[config.mk]
export PLATFORM = sky130hd
export DESIGN_NAME = pwc_top
export DESIGN_NICKNAME = d
export VERILOG_FILES = /design/src/rtl/pwc_pkg.sv /design/src/rtl/pwc_top.sv /design/src/rtl/pwc_sync.sv /design/src/rtl/pwc_wake_filter.sv
export SDC_FILE = /design/constraint.sdc
export NUM_CORES = 1
export LEC_CHECK = 0
export ABC_CLOCK_PERIOD_IN_PS = 2580
export BUFFER_PORTS_ARGS = -buffer_cell sky130_fd_sc_hd__buf_2
export CORE_ASPECT_RATIO = 0.75
export CORE_UTILIZATION = 40
export CTS_CLUSTER_SIZE = 24
export DETAILED_ROUTE_END_ITERATION = 7
export GPL_TIMING_DRIVEN = 0
export PLACE_DENSITY = 0.75
export SYNTH_ARGS = -nofsm -noshare
export SYNTH_HDL_FRONTEND = slang
export SYNTH_SLANG_ARGS = --single-unit
[constraint.sdc]
create_clock -name REF_CLK -period 2.58 [get_ports REF_CLK]
set_input_delay 0.258 -clock REF_CLK [delete_from_list [all_inputs] [get_ports REF_CLK]]
set_output_delay 0.258 -clock REF_CLK [all_outputs]
set_load 0.05 [all_outputs]
[src/rtl/pwc_pkg.sv]
// shared constants and types of the power mode and wake controller
package pwc_pkg;

    // register byte offsets on the bus
    localparam logic [7:0] A_CLKSEL  = 8'h00;
    localparam logic [7:0] A_PWRCTRL = 8'h04;
    localparam logic [7:0] A_STARTEN = 8'h08;
    localparam logic [7:0] A_STATUS  = 8'h0C;
    localparam logic [7:0] A_MASK    = 8'h10;
    localparam logic [7:0] A_STATE   = 8'h14;

    // start logic width and status layout
    localparam int START_PINS = 13;
    localparam int ST_DSWAKE  = 13;
    localparam int ST_W       = 14;

    // clksel fields
    localparam int CS_MAIN_LO = 0;
    localparam int CS_PLL_REF = 2;
    localparam int CS_WDT_SRC = 4;

    // pwrctrl fields
    localparam int PC_MODE_LO    = 0;
    localparam int PC_KEEP_WDOSC = 4;
    localparam int PC_KEEP_BOD   = 5;
    localparam int PC_WDOSC_RUN  = 8;
    localparam int PC_SYSOSC_RUN = 9;
    localparam int PC_PLL_RUN    = 10;
    localparam int PC_BOD_RUN    = 11;

    // reset values
    localparam logic [31:0] CLKSEL_RST  = 32'h0000_0000;
    localparam logic [31:0] PWRCTRL_RST = 32'h0000_0800;

    // timing: nominal oscillator rate and wake pin figures
    localparam int IRC_NOMINAL_MHZ  = 12;
    localparam int REF_CLK_MHZ      = 200;
    localparam int DPD_FILT_NS      = 20;
    localparam int DPD_MIN_PULSE_NS = 50;
    // glitch window, longest time so rounded down, at least one cycle
    localparam int DPD_FILT_CYC_RAW = DPD_FILT_NS * REF_CLK_MHZ / 1000;
    localparam int DPD_FILT_CYC     =
        (DPD_FILT_CYC_RAW < 1) ? 1 : DPD_FILT_CYC_RAW;

    // main clock source codes
    typedef enum logic [1:0] {
        MAIN_IRC    = 2'b00,
        MAIN_PLL    = 2'b01,
        MAIN_SYSOSC = 2'b10,
        MAIN_WDOSC  = 2'b11
    } pwc_main_src_t;

    // low power mode chosen for the next wait-for-interrupt
    typedef enum logic [1:0] {
        SEL_SLEEP  = 2'b00,
        SEL_DSLEEP = 2'b01,
        SEL_DPD    = 2'b10,
        SEL_RSVD   = 2'b11
    } pwc_mode_sel_t;

    // power state
    typedef enum logic [1:0] {
        P_RUN    = 2'b00,
        P_SLEEP  = 2'b01,
        P_DSLEEP = 2'b10,
        P_DPD    = 2'b11
    } pwc_pstate_t;

    // clock and analog controls leaving the block
    typedef struct packed {
        logic          core_clk_en;
        pwc_main_src_t main_src;
        logic          pll_ref_sysosc;
        logic          wdt_src_wdosc;
        logic          irc_en;
        logic          sysosc_en;
        logic          pll_en;
        logic          wdosc_en;
        logic          bod_en;
    } pwc_clkctl_t;

    // whole state of the top module
    typedef struct packed {
        pwc_pstate_t             pstate;
        pwc_main_src_t           main_src;
        logic                    pll_ref;
        logic                    wdt_src;
        pwc_mode_sel_t           mode_sel;
        logic                    keep_wdosc;
        logic                    keep_bod;
        logic                    wdosc_run;
        logic                    sysosc_run;
        logic                    pll_run;
        logic                    bod_run;
        logic [START_PINS-1:0]   start_en;
        logic [ST_W-1:0]         status;
        logic [ST_W-1:0]         mask;
        logic [START_PINS-1:0]   pin_prev;
        logic                    dph_wr;
        logic                    dph_rd;
        logic [7:0]              dph_addr;
        logic [31:0]             rdata;
        logic                    wake_reset;
    } pwc_state_t;

endpackage

[src/rtl/pwc_top.sv]
// power mode, clock source and start logic controller with AHB-Lite slave
`timescale 1ns/100ps
// Summary of operation
// RULE1: reset selects internal RC oscillator as clock
// RULE2: RC oscillator drives watchdog, PLL, or both
// RULE3: system oscillator feeds core directly or via PLL
// RULE4: sleep gates core clock, others keep running
// RULE5: sleep holds until reset or interrupt
// RULE6: peripheral interrupts wake core from sleep
// RULE7: sleep exit only re-enables core clock
// RULE8: deep-sleep also stops oscillators and PLL
// RULE9: options keep watchdog oscillator, brownout detector
// RULE10: thirteen start pins wake from deep-sleep
// RULE11: software moves to RC oscillator before deep-sleep
// RULE12: deep power-down leaves only exit pin alive
// RULE13: 50 ns low pulse exits deep power-down
// RULE14: each start pin has own interrupt line
// RULE15: start pins act as running-mode interrupts
// RULE16: start pin wake path needs no clock
// RULE17: exit pin has 20 ns glitch filter
// RULE18: mode setting chosen, entered on wait-for-interrupt
module pwc_top (
    // clock and reset
    input  wire logic                            REF_CLK,
    input  wire logic                            RESET,
    // AHB-Lite slave
    input  wire logic                            HSEL,
    input  wire logic [31:0]                     HADDR,
    input  wire logic [1:0]                      HTRANS,
    input  wire logic                            HWRITE,
    input  wire logic [2:0]                      HSIZE,
    input  wire logic [31:0]                     HWDATA,
    input  wire logic                            HREADY,
    output logic      [31:0]                     HRDATA,
    output logic                                 HREADYOUT,
    output logic                                 HRESP,
    // processor core and interrupt controller
    input  wire logic                            SLEEP_REQ,
    input  wire logic                            INT_PENDING,
    output logic      [pwc_pkg::START_PINS-1:0]  START_IRQ,
    output logic                                 IRQ,
    // external pins
    input  wire logic [pwc_pkg::START_PINS-1:0]  START_PIN,
    input  wire logic                            DPD_EXIT_PIN,
    // clock, analog and power controls
    output pwc_pkg::pwc_clkctl_t                 CLK_CTRL,
    output logic                                 OSC_WAKE_REQ,
    output logic                                 DPD_POWER_OFF,
    output logic                                 WAKE_RESET,
    output pwc_pkg::pwc_pstate_t                 POWER_STATE
);
    localparam int NP = pwc_pkg::START_PINS;
    localparam int SW = pwc_pkg::ST_W;

    pwc_pkg::pwc_state_t       r;
    pwc_pkg::pwc_state_t       next_r;
    logic [NP-1:0]             pin_s;
    logic                      exit_s;
    logic                      dpd_fire;
    logic [NP-1:0]             pin_rise;
    logic [SW-1:0]             ev;
    logic [SW-1:0]             w1c;
    logic                      addr_ok;
    logic                      run_or_sleep;
    logic                      in_dsleep;

    // start pins cross into the clock domain
    pwc_sync #(
        .W        (NP)
    ) u_start_sync (
        .clk      (REF_CLK),
        .rst      (RESET),
        .async_in (START_PIN),
        .sync_out (pin_s)
    );

    // exit pin crossing
    pwc_sync #(
        .W        (1)
    ) u_exit_sync (
        .clk      (REF_CLK),
        .rst      (RESET),
        .async_in (DPD_EXIT_PIN),
        .sync_out (exit_s)
    );

    // RULE17: exit pin filtering
    // the filter sits in the always-on domain with the pin circuit
    pwc_wake_filter #(
        .FILT_CYC  (pwc_pkg::DPD_FILT_CYC)
    ) u_exit_filt (
        .clk       (REF_CLK),
        .rst       (RESET),
        .en        (r.pstate == pwc_pkg::P_DPD),
        .pin_level (exit_s),
        .fire      (dpd_fire)
    );

    // register read mux, fed with the already updated state
    function automatic logic [31:0] rd_mux(
        input pwc_pkg::pwc_state_t s,
        input logic [7:0]          a
    );
        logic [31:0] d;
        d = 32'h0000_0000;
        case (a)
            pwc_pkg::A_CLKSEL:
            begin
                d[pwc_pkg::CS_MAIN_LO +: 2] = s.main_src;
                d[pwc_pkg::CS_PLL_REF] = s.pll_ref;
                d[pwc_pkg::CS_WDT_SRC] = s.wdt_src;
            end
            pwc_pkg::A_PWRCTRL:
            begin
                d[pwc_pkg::PC_MODE_LO +: 2] = s.mode_sel;
                d[pwc_pkg::PC_KEEP_WDOSC] = s.keep_wdosc;
                d[pwc_pkg::PC_KEEP_BOD] = s.keep_bod;
                d[pwc_pkg::PC_WDOSC_RUN] = s.wdosc_run;
                d[pwc_pkg::PC_SYSOSC_RUN] = s.sysosc_run;
                d[pwc_pkg::PC_PLL_RUN] = s.pll_run;
                d[pwc_pkg::PC_BOD_RUN] = s.bod_run;
            end
            pwc_pkg::A_STARTEN:
                d[NP-1:0] = s.start_en;
            pwc_pkg::A_STATUS:
                d[SW-1:0] = s.status;
            pwc_pkg::A_MASK:
                d[SW-1:0] = s.mask;
            pwc_pkg::A_STATE:
                d[1:0] = s.pstate;
            default:
                d = 32'h0000_0000;
        endcase
        return d;
    endfunction

    // RULE15: start pins as interrupt sources in run mode
    // rising edges of enabled pins are events in every powered state
    assign pin_rise = pin_s & ~r.pin_prev & r.start_en;
    assign in_dsleep = (r.pstate == pwc_pkg::P_DSLEEP);
    assign run_or_sleep = (r.pstate == pwc_pkg::P_RUN) ||
                          (r.pstate == pwc_pkg::P_SLEEP);

    // events and write-one-to-clear bits
    always_comb
    begin
        ev = '0;
        ev[NP-1:0] = pin_rise;
        w1c = '0;
        if (r.dph_wr && (r.dph_addr == pwc_pkg::A_STATUS))
            w1c = HWDATA[SW-1:0];
        if (in_dsleep && ((|pin_rise) || INT_PENDING))
            ev[pwc_pkg::ST_DSWAKE] = 1'b1;
    end

    // word-sized accesses only
    assign addr_ok = HSEL && HREADY && HTRANS[1] && (HSIZE == 3'b010);

    // next state
    always_comb
    begin
        next_r = r;
        next_r.wake_reset = 1'b0;
        next_r.pin_prev = pin_s;

        // data phase write of the previous address phase
        if (r.dph_wr)
        begin
            case (r.dph_addr)
                pwc_pkg::A_CLKSEL:
                begin
                    // RULE2: watchdog and PLL reference choice
                    next_r.main_src = pwc_pkg::pwc_main_src_t'(
                        HWDATA[pwc_pkg::CS_MAIN_LO +: 2]);
                    next_r.pll_ref = HWDATA[pwc_pkg::CS_PLL_REF];
                    next_r.wdt_src = HWDATA[pwc_pkg::CS_WDT_SRC];
                end
                pwc_pkg::A_PWRCTRL:
                begin
                    next_r.mode_sel = pwc_pkg::pwc_mode_sel_t'(
                        HWDATA[pwc_pkg::PC_MODE_LO +: 2]);
                    // RULE9: deep-sleep keep options
                    next_r.keep_wdosc = HWDATA[pwc_pkg::PC_KEEP_WDOSC];
                    next_r.keep_bod = HWDATA[pwc_pkg::PC_KEEP_BOD];
                    next_r.wdosc_run = HWDATA[pwc_pkg::PC_WDOSC_RUN];
                    next_r.sysosc_run = HWDATA[pwc_pkg::PC_SYSOSC_RUN];
                    next_r.pll_run = HWDATA[pwc_pkg::PC_PLL_RUN];
                    next_r.bod_run = HWDATA[pwc_pkg::PC_BOD_RUN];
                end
                pwc_pkg::A_STARTEN:
                    next_r.start_en = HWDATA[NP-1:0];
                pwc_pkg::A_MASK:
                    next_r.mask = HWDATA[SW-1:0];
                default:
                    next_r.start_en = r.start_en;
            endcase
        end

        // sticky status: a new event beats a clear in the same cycle
        next_r.status = (r.status & ~w1c) | ev;

        // power state machine
        unique case (r.pstate)
            pwc_pkg::P_RUN:
            begin
                // RULE18: wait-for-interrupt enters the chosen mode
                // a pending interrupt makes the wait fall through
                if (SLEEP_REQ && !INT_PENDING)
                begin
                    unique case (r.mode_sel)
                        pwc_pkg::SEL_DSLEEP:
                            next_r.pstate = pwc_pkg::P_DSLEEP;
                        pwc_pkg::SEL_DPD:
                            next_r.pstate = pwc_pkg::P_DPD;
                        pwc_pkg::SEL_SLEEP,
                        pwc_pkg::SEL_RSVD:
                            next_r.pstate = pwc_pkg::P_SLEEP;
                    endcase
                end
            end
            pwc_pkg::P_SLEEP:
            begin
                // RULE5: only an interrupt resumes; reset also does
                // RULE6: peripheral interrupts wake the core
                // RULE7: direct return, no handshake stage
                if (INT_PENDING)
                    next_r.pstate = pwc_pkg::P_RUN;
            end
            pwc_pkg::P_DSLEEP:
            begin
                // RULE10: any enabled start pin ends deep-sleep
                if ((|pin_rise) || INT_PENDING)
                    next_r.pstate = pwc_pkg::P_RUN;
            end
            pwc_pkg::P_DPD:
            begin
                // RULE12: only the exit pin leaves power-down
                // RULE13: filtered low pulse restarts the chip
                if (dpd_fire)
                begin
                    next_r.pstate = pwc_pkg::P_RUN;
                    next_r.wake_reset = 1'b1;
                end
            end
        endcase

        // address phase capture; read data taken after any write
        next_r.dph_wr = addr_ok && HWRITE;
        next_r.dph_rd = addr_ok && !HWRITE;
        next_r.dph_addr = addr_ok ? HADDR[7:0] : r.dph_addr;
        if (addr_ok && !HWRITE)
            next_r.rdata = rd_mux(next_r, HADDR[7:0]);
    end

    // state register
    always_ff @(posedge REF_CLK)
    begin
        if (RESET)
        begin
            r <= '0;
            // RULE1: run from the RC oscillator after reset
            r.main_src <= pwc_pkg::pwc_main_src_t'(
                pwc_pkg::CLKSEL_RST[pwc_pkg::CS_MAIN_LO +: 2]);
            r.pll_ref <= pwc_pkg::CLKSEL_RST[pwc_pkg::CS_PLL_REF];
            r.wdt_src <= pwc_pkg::CLKSEL_RST[pwc_pkg::CS_WDT_SRC];
            r.bod_run <= pwc_pkg::PWRCTRL_RST[pwc_pkg::PC_BOD_RUN];
            r.pin_prev <= '1;
            r.pstate <= pwc_pkg::P_RUN;
            r.mode_sel <= pwc_pkg::SEL_SLEEP;
        end
        else
            r <= next_r;
    end

    // bus answers: zero wait states, always OKAY
    assign HREADYOUT = 1'b1;
    assign HRESP = 1'b0;
    assign HRDATA = r.rdata;

    // RULE14: one interrupt line per start pin
    assign START_IRQ = r.status[NP-1:0] & r.mask[NP-1:0];
    assign IRQ = |(r.status & r.mask);

    // clock source routing
    always_comb
    begin
        // RULE3: system oscillator direct or through the PLL
        CLK_CTRL.main_src = r.main_src;
        CLK_CTRL.pll_ref_sysosc = r.pll_ref;
        CLK_CTRL.wdt_src_wdosc = r.wdt_src;
        // RULE4: core clock only in run
        CLK_CTRL.core_clk_en = (r.pstate == pwc_pkg::P_RUN);
        // RULE8: deep-sleep shuts the RC and system oscillators and the PLL
        CLK_CTRL.irc_en = run_or_sleep;
        CLK_CTRL.sysosc_en = run_or_sleep && r.sysosc_run;
        CLK_CTRL.pll_en = run_or_sleep && r.pll_run;
        // RULE9: optional survivors in deep-sleep
        CLK_CTRL.wdosc_en = (run_or_sleep && r.wdosc_run) ||
                            (in_dsleep && r.keep_wdosc);
        CLK_CTRL.bod_en = (run_or_sleep && r.bod_run) ||
                          (in_dsleep && r.keep_bod);
    end

    // RULE16: clockless wake request from the raw pins
    // oscillators are off here, so the sampled path cannot start them
    assign OSC_WAKE_REQ = in_dsleep &&
                          |(START_PIN & r.start_en & ~r.pin_prev);

    // RULE12: core power removed in deep power-down
    assign DPD_POWER_OFF = (r.pstate == pwc_pkg::P_DPD);
    assign WAKE_RESET = r.wake_reset;
    assign POWER_STATE = r.pstate;
endmodule

[src/rtl/pwc_sync.sv]
// two flip-flop synchroniser for a group of asynchronous levels
`timescale 1ns/100ps
module pwc_sync #(
    parameter int W = 1
) (
    // clock and reset
    input  wire logic         clk,
    input  wire logic         rst,
    // levels
    input  wire logic [W-1:0] async_in,
    output logic      [W-1:0] sync_out
);
    typedef struct packed {
        logic [W-1:0] s1;
        logic [W-1:0] s2;
    } pwc_sync_st_t;

    pwc_sync_st_t r;
    pwc_sync_st_t next_r;

    // first stage feeds only the second
    always_comb
    begin
        next_r.s1 = async_in;
        next_r.s2 = r.s1;
    end

    // pins idle high through pull-ups
    always_ff @(posedge clk)
    begin
        if (rst)
            r <= '1;
        else
            r <= next_r;
    end

    assign sync_out = r.s2;
endmodule

[src/rtl/pwc_wake_filter.sv]
// low pulse detector with glitch rejection for the power-down exit pin
`timescale 1ns/100ps
module pwc_wake_filter #(
    parameter int FILT_CYC = 4
) (
    // clock and reset
    input  wire logic clk,
    input  wire logic rst,
    // control and pin level, already synchronised
    input  wire logic en,
    input  wire logic pin_level,
    // one-cycle wake pulse
    output logic      fire
);
    localparam int CW = $clog2(FILT_CYC + 1);
    localparam logic [CW-1:0] LAST = CW'(FILT_CYC - 1);

    typedef struct packed {
        logic          armed;
        logic [CW-1:0] cnt;
        logic          fire;
    } pwc_filt_st_t;

    pwc_filt_st_t r;
    pwc_filt_st_t next_r;

    // arm on a high level, fire after enough low samples in a row
    always_comb
    begin
        next_r = r;
        next_r.fire = 1'b0;
        if (!en)
        begin
            next_r.armed = 1'b0;
            next_r.cnt = '0;
        end
        else if (pin_level)
        begin
            next_r.armed = 1'b1;
            next_r.cnt = '0;
        end
        else if (r.armed)
        begin
            // shorter low glitches restart the count
            if (r.cnt == LAST)
            begin
                next_r.fire = 1'b1;
                next_r.armed = 1'b0;
                next_r.cnt = '0;
            end
            else
                next_r.cnt = r.cnt + CW'(1);
        end
    end

    // state register
    always_ff @(posedge clk)
    begin
        if (rst)
            r <= '0;
        else
            r <= next_r;
    end

    assign fire = r.fire;
endmodule

==> flow_summary.yaml, run 1 <==
route:
  num_vias: 4571
  remaining_drc_errors: 0
  wl_um: 15410
  routedWlPerCell_um: 17.35
  vias_per_cell: 5.148
  drt-pass1-iter-count: 5
  postRouteAntennaNets: 0
  drtIter0Drc: 420
timing:
  timing.slew.headroom_pct: 34.57
  period_needed_ps: 2605
  setup_violations: 1
  hold_ws_ps: 27.69
  skew_ps: 8.072
  drv_slew: 0
  hold_viol: 0
  tightestPinTransition_ps: 972.5
  worst_slack_ps: -24.51
  fmax_ghz: 0.3839
  rsz0062_at_grt: "true"
  min_period_over_period_pct: 101.0
hold_path:
  whs_endpoint: "u_exit_sync.next_r[0]$_SDFF_PP1_"
  holdPathStages: 2
  holdCritStartpoint: "DPD_EXIT_PIN"
  hp-class: "primary input to flop"
run:
  cap_violations: 0
finish:
  mostFrequentLayoutCells: "dfxtp_1, buf_2, nor2_1"
  num_antenna_cells: 0
  layout-drive-gt1-share_pct: 31.24
  area.growth.synth_to_final_pct: 25.77
  final_core_util_pct: 51.94
  nets: 796
  final_common_cell: "dfxtp_1"
  layout.cells.non_filler: 888
placement:
  placed_cells: 854
  gp_congestion: 0.9142
  place_ws_ps: 24.19
  dp_hpwl_um: 11230
  portBuffers: 88
die:
  fp.dieH_um: 102.6
  die_area_um2: 13960
  rows: 36
  die_w_um: 136.1
  core_area_um2: 13060
  ios: 153
  initial_core_util_pct: 41.30
power_and_ir_drop:
  p_per_area_nw_per_um2: 705.7
  p_leak_uw: 0.003277
  irDropWorstVdd_mv: 0.5520
setup_path:
  r2r-end: "HRDATA[9]$_SDFFE_PP0P_"
  ff2ff_setup_slack_ps: 260
  cp_data_arrival_time_ps: 2350
  reg2reg_from: "r[33]$_SDFFE_PP0P_"
  reg2regPathDepth: 7
  critical_path_required_ps: 2320
  critPathLaunchType: "flop"
  worstPathMaxFanout: 2
  crit_type: "flop to output port"
  end_kind: "output port"
synthesis:
  ys_seq_area_share_pct: 46.38
  avgSynthCellArea_um2: 9.350
  yosys_warnings: 0
  synth_seq_cells: 125
  yosysTopAreaCell: "dfxtp_1"
  synth.distinct_cells: 49
  synthCells: 577
  synth_area_leaders: "dfxtp_1, mux2i_1, buf_4"
  syn_area_um2: 5395
  synth_top_area_share_pct: 46.38
cts:
  ctsHoldBuffers: 0
  clk_latency_ps: 420
  root_buffer: "clkbuf_16"
  cts_num_sinks: 125
  clkTransAtPathRegs_ps: 60
  cts_tree: "done"
  cts_buffer_depth: 2
  cts.htree.levels: 4
  cts_made_buffers: 17
global_route:
  antenna_found_initial: 0
  busiest_layer: "met2"
  grt_max_degree: 17
  met3_usage_pct: 6.686
  use_met1_pct: 31.64
  overflow: 0
  grt_pass1_wl_um: 23090
  grt_use_total_pct: 22.72
  grt_use_met2_pct: 33.27
  grt_pass1_vias: 4204
status:
  status: "complete, but fails checks"
  violations: "setup timing"
## repair_timing
item,CTS,global route
resized for setup,6,2
pin swaps,1,2
buffers inserted,0,2
endpoints found under the setup margin,1,2
## kinds of logic (layout without fill, tap and decap cells)
group / count (synthesis) / in the layout / synth area share [%]
other: 2 / 20 / 0.1392
adder cells (fa/ha/maj): 2 / 2 / 0.4637
buffers and inverters: 72 / 194 / 8.279
multiplexers: 50 / 50 / 9.323
AO/OA/AOI/OAI: 70 / 70 / 9.207
flip-flops: 125 / 125 / 46.38
AND/OR/NAND/NOR: 256 / 256 / 26.21
## power breakdown
part           switching, uW  internal (uW)
Sequential              10.8           1960
Clock                    843           1720
Combinational            172           84.9
## final cells by class
class / instances / area [um2]
fillers: 1225 / 6277
clock inverters: 6 / 130.1
repair buffers: 90 / 465.4
flip-flops and latches: 125 / 2504
inverters: 9 / 33.78
multi-input cells: 398 / 2526
well taps: 171 / 214.0
clock buffers: 26 / 499.2
plain buffers: 63 / 412.9
## worst max path at each step
stage          slack (ps)  cells past startpoint              from                      to
2_1_floorplan         180                      4  r[62]$_SDFF_PP0_                     IRQ
3_3_place_gp           20                      7          HADDR[1]  HRDATA[7]$_SDFFE_PP0P_
3_5_place_dp           20                      7          HADDR[1]  HRDATA[3]$_SDFFE_PP0P_
4_1_cts               -10                      5  r[62]$_SDFF_PP0_                     IRQ
5_1_grt               -60                      5  r[76]$_SDFF_PP0_                     IRQ
6_report              -20                      5  r[74]$_SDFF_PP0_                     IRQ
## synthesized netlist by cell type, drive strengths merged
cell type / number
a21boi: 1
a22oi: 5
o22a: 4
clkbuf: 13
nand3b: 13
nor4: 7
and4b: 1
a2111o: 1
a21oi: 9
nor2: 75
or3: 2
a211oi: 7
a311oi: 1
o221a: 2
o21ai: 10
o32a: 1
inv: 9
nand2b: 2
a22o: 2
nor2b: 5
nand4: 7
nand3: 8
a21o: 11
ha: 2
dfxtp: 125
or4: 4
nor3: 6
mux2i: 48
nand2: 33
o22ai: 12
conb: 2
nor3b: 2
or2: 44
and3b: 14
a221oi: 4
and2: 27
nand4b: 2
mux2: 2
and3: 4
buf: 50
## routing by layer
metal,wire length [um],vias up
li1,-,2188
met3,1505,27
met2,6441,227
met1,7239,2129
met4,225,0
met5,0,-
## stage by stage
stage               total power (uW)  setup TNS (ps)  cell area, um2
detailed placement              2263               0            6117
global route                    4920          -55.14            6785
floorplan                       2173               0            5463
CTS                             4794          -10.50            6766
global placement                2261               0            6117
finish                          4789          -24.51            6785
## critical path, cell delays in order, from the launching register on
cell and delay [ps]:
dfxtp_1 320, and2_1 190, a2111o_1 360, or4_4 460, or4_4 440, buf_8 170
## registers in the layout, summed over array words and instances, names as in the netlist
name / count
CLK_CTRL: 4
HRDATA: 14
POWER_STATE: 2
WAKE_RESET: 1
r: 71
u_exit_filt.fire: 1
u_exit_filt.r: 4
u_exit_sync.next_r: 1
u_exit_sync.sync_out: 1
u_start_sync.next_r: 13
u_start_sync.sync_out: 13
Power figures use the tool's default switching activity.
==> inputs of run 2 (changes only) <==
--- a/config.mk
+++ b/config.mk
@@ -15,4 +15,5 @@
 export PLACE_DENSITY = 0.75
 export SYNTH_ARGS = -nofsm -noshare
 export SYNTH_HDL_FRONTEND = slang
+export SYNTH_HIERARCHICAL = 1
 export SYNTH_SLANG_ARGS = --single-unit
==> run 2 against run 1 <==
The flow finishes with violations (DRC). Critical path depth unchanged. Fmax up 2.5%. Sequential power about the same. Wire length up 0.75%. Global-route usage down 0.31 points. Sequential share of layout area down 1.2 points. Critical path type unchanged. Critical endpoint unchanged.
==> flow_summary.yaml, run 2 <==
status:
  status: "complete, but fails checks"
  violations: "DRC"
synthesis:
  synth.distinct_cells: 67
  async_flop_share_pct: 0
  synth_seq_cells: 125
  synth_area_leaders: "dfxtp_1, mux2i_1, buf_4"
  synth_top_area_share_pct: 44.73
  synthCells: 590
  syn_area_um2: 5594
  synth-main-ff-cell: "dfxtp_1"
  synth_common_cells: "dfxtp_1, nor2_1, buf_4, mux2i_1, or2_1"
  synth.most_common_cell: "dfxtp_1"
  synth_edf_count: 0
  avgSynthCellArea_um2: 9.482
  ys_seq_area_share_pct: 44.73
  yosys_warnings: 6
  yosysTopAreaCell: "dfxtp_1"
die:
  die_area_um2: 14470
  ios: 153
  die_w_um: 138.6
  rows: 37
  fp.dieH_um: 104.4
  core_area_um2: 13700
  initial_core_util_pct: 40.82
timing:
  timing.slew.headroom_pct: 25.97
  period_needed_ps: 2540
  hold_viol: 0
  rsz0062_at_grt: "true"
  tightestPinTransition_ps: 1101
  skew_ps: 6.821
  setup_violations: 0
  tns_ps: 0
  min_period_over_period_pct: 98.47
  fmax_ghz: 0.3936
  drv_slew: 0
  worst_slack_ps: 39.53
finish:
  layout-drive-gt1-share_pct: 30.08
  fillerInstances: 1273
  nets: 807
  final_common_cell: "dfxtp_1"
  area.growth.synth_to_final_pct: 25.34
  num_antenna_cells: 0
  final_core_util_pct: 51.17
  largest_register: "r"
  largest_reg_flops: 71
  mostFrequentLayoutCells: "dfxtp_1, buf_2, nor2_1"
  layout.cells.non_filler: 903
global_route:
  antenna_found_initial: 0
  overflow: 0
  grt_pass1_wl_um: 24360
  busiest_layer: "met2"
  grt_use_total_pct: 22.41
  use_met1_pct: 30.49
  met3_usage_pct: 7.366
  grt_use_met2_pct: 32.92
  grt_pass1_vias: 4497
  grt_max_degree: 17
route:
  vias_per_cell: 5.243
  remaining_drc_errors: 20
  drtIter0Drc: 395
  postRouteAntennaNets: 0
  num_vias: 4734
  drt-pass1-iter-count: 7
  routedWlPerCell_um: 17.19
  wl_um: 15530
setup_path:
  end_kind: "output port"
  crit_buf_inv: 1
  cp_data_arrival_time_ps: 2280
  slowest_delay_ps: 440
  reg2reg_from: "r[37]$_SDFFE_PP0P_"
  reg2regPathDepth: 6
  cp.depth: 5
  crit_type: "flop to output port"
  critPathLaunchType: "flop"
  critPathTopFamily: "simple AND/OR/NAND/NOR gates"
  ff2ff_setup_slack_ps: 130
  worstPathMaxFanout: 2
  r2r-end: "HRDATA[0]$_SDFFE_PP0P_"
  critical_path_required_ps: 2320
  crit_end: "IRQ"
  crit_slowest_cell: "or4_4"
  crit_start: "r[62]$_SDFF_PP0_"
  crit_path_frequent_cell: "or4_4"
  path_cells: "and2_4, a2111o_1, or4_4, or4_4, buf_8"
cts:
  cts.htree.levels: 4
  cts_made_buffers: 17
  clk_latency_ps: 420
  cts_buffer_depth: 2
  cts_tree: "done"
  root_buffer: "clkbuf_16"
  cts_num_sinks: 125
  clkTransAtPathRegs_ps: 60
  cts_setup_buffers: 0
placement:
  dp_hpwl_um: 11430
  placed_cells: 870
  portBuffers: 87
  gp_congestion: 0.9251
  place_ws_ps: -199.4
power_and_ir_drop:
  irDropWorstVdd_mv: 0.5428
  p_per_area_nw_per_um2: 688.2
  p_leak_uw: 0.003095
  total_power_uw: 4825
run:
  cap_violations: 0
hold_path:
  hp-class: "primary input to flop"
-- run 2: cell count changes in the layout (fill, tap and decap cells not counted), moves of 6 or more --
cell	delta
a21o_1	-10
a31oi_1	+7
a41oi_1	+6
and2_1	-10
mux2i_1	-6
nand2_1	-19
o22ai_1	-12
or2_1	+27
or2_2	-27
-- run 2: logic make-up (layout without fill, tap and decap cells) --
| group | count (synthesis) | count (layout) | synth area share (%) |
|---|---|---|---|
| AO/OA/AOI/OAI | 94 | 94 | 12.68 |
| adder cells (fa/ha/maj) | 2 | 2 | 0.4473 |
| buffers and inverters | 82 | 202 | 9.103 |
| flip-flops | 125 | 125 | 44.73 |
| multiplexers | 46 | 46 | 8.320 |
| other | 2 | 20 | 0.1342 |
| AND/OR/NAND/NOR | 239 | 239 | 24.58 |
-- run 2: repair_timing --
action | 4_1_cts | 5_1_grt
pin swaps | 2 | 0
gates resized for setup | 9 | 5
endpoints found under the setup margin | 3 | 11
endpoints found under the hold margin | 0 | 1
hold buffers | 0 | 1
-- run 2: metrics by stage --
| stage | hold WS (ps) | cell area (um2) |
|---|---|---|
| after floorplan | 334.1 | 5662 |
| after global placement | 384.4 | 6316 |
| after detailed placement | 387.1 | 6316 |
| after CTS | 4.099 | 6984 |
| after global routing | 37.53 | 7012 |
| final | 52.59 | 7012 |
-- run 2: worst min-delay path by stage --
stage,start,to,slack (ps),depth (start not counted)
after detailed placement,u_start_sync/next_r[9]$_SDFF_PP1_,u_start_sync/sync_out[9]$_SDFF_PP1_,390,1
final,START_PIN[10],u_start_sync/next_r[10]$_SDFF_PP1_,50,2
after global routing,START_PIN[10],u_start_sync/next_r[10]$_SDFF_PP1_,40,2
after global placement,u_exit_sync/next_r[0]$_SDFF_PP1_,u_exit_sync/sync_out$_SDFF_PP1_,380,1
after CTS,DPD_EXIT_PIN,u_exit_sync/next_r[0]$_SDFF_PP1_,4,2
after floorplan,RESET,u_exit_filt/r[4]$_SDFF_PP0_,330,1
-- run 2: report_power, final --
part	internal [uW]	total [uW]	switching, uW
sequential	1960	1970	11.8
combinational	87.9	265	177
clock	1640	2590	949
-- run 2: final cells by class --
cell class                 count  area, um2  share of cell area, %
tap                          175      219.0                  3.123
inverter                      13      48.80                 0.6959
clock inverter                14      210.2                  2.998
multi-input combinational    401       2681                  38.24
buffer                        69      462.9                  6.602
timing repair buffer          88      455.4                  6.495
clock buffer                  18      429.2                  6.121
sequential                   125       2505                  35.72
-- run 2: worst reg2reg max path: cells and delay by family, from the launching register on --
| kind | cells | cell delay [ps] |
|---|---|---|
| AND/OR/NAND/NOR | 2 | 830 |
| buffers and inverters | 1 | 450 |
| multiplexers | 1 | 360 |
| flip-flops | 1 | 350 |
| AO/OA/AOI/OAI | 2 | 340 |
-- run 2: metal layers --
layer / part of all wire, % / up-vias
met5: 0 / -
met4: 2.1 / 0
met3: 9.8 / 24
met2: 43 / 217
met1: 46 / 2205
li1: - / 2288
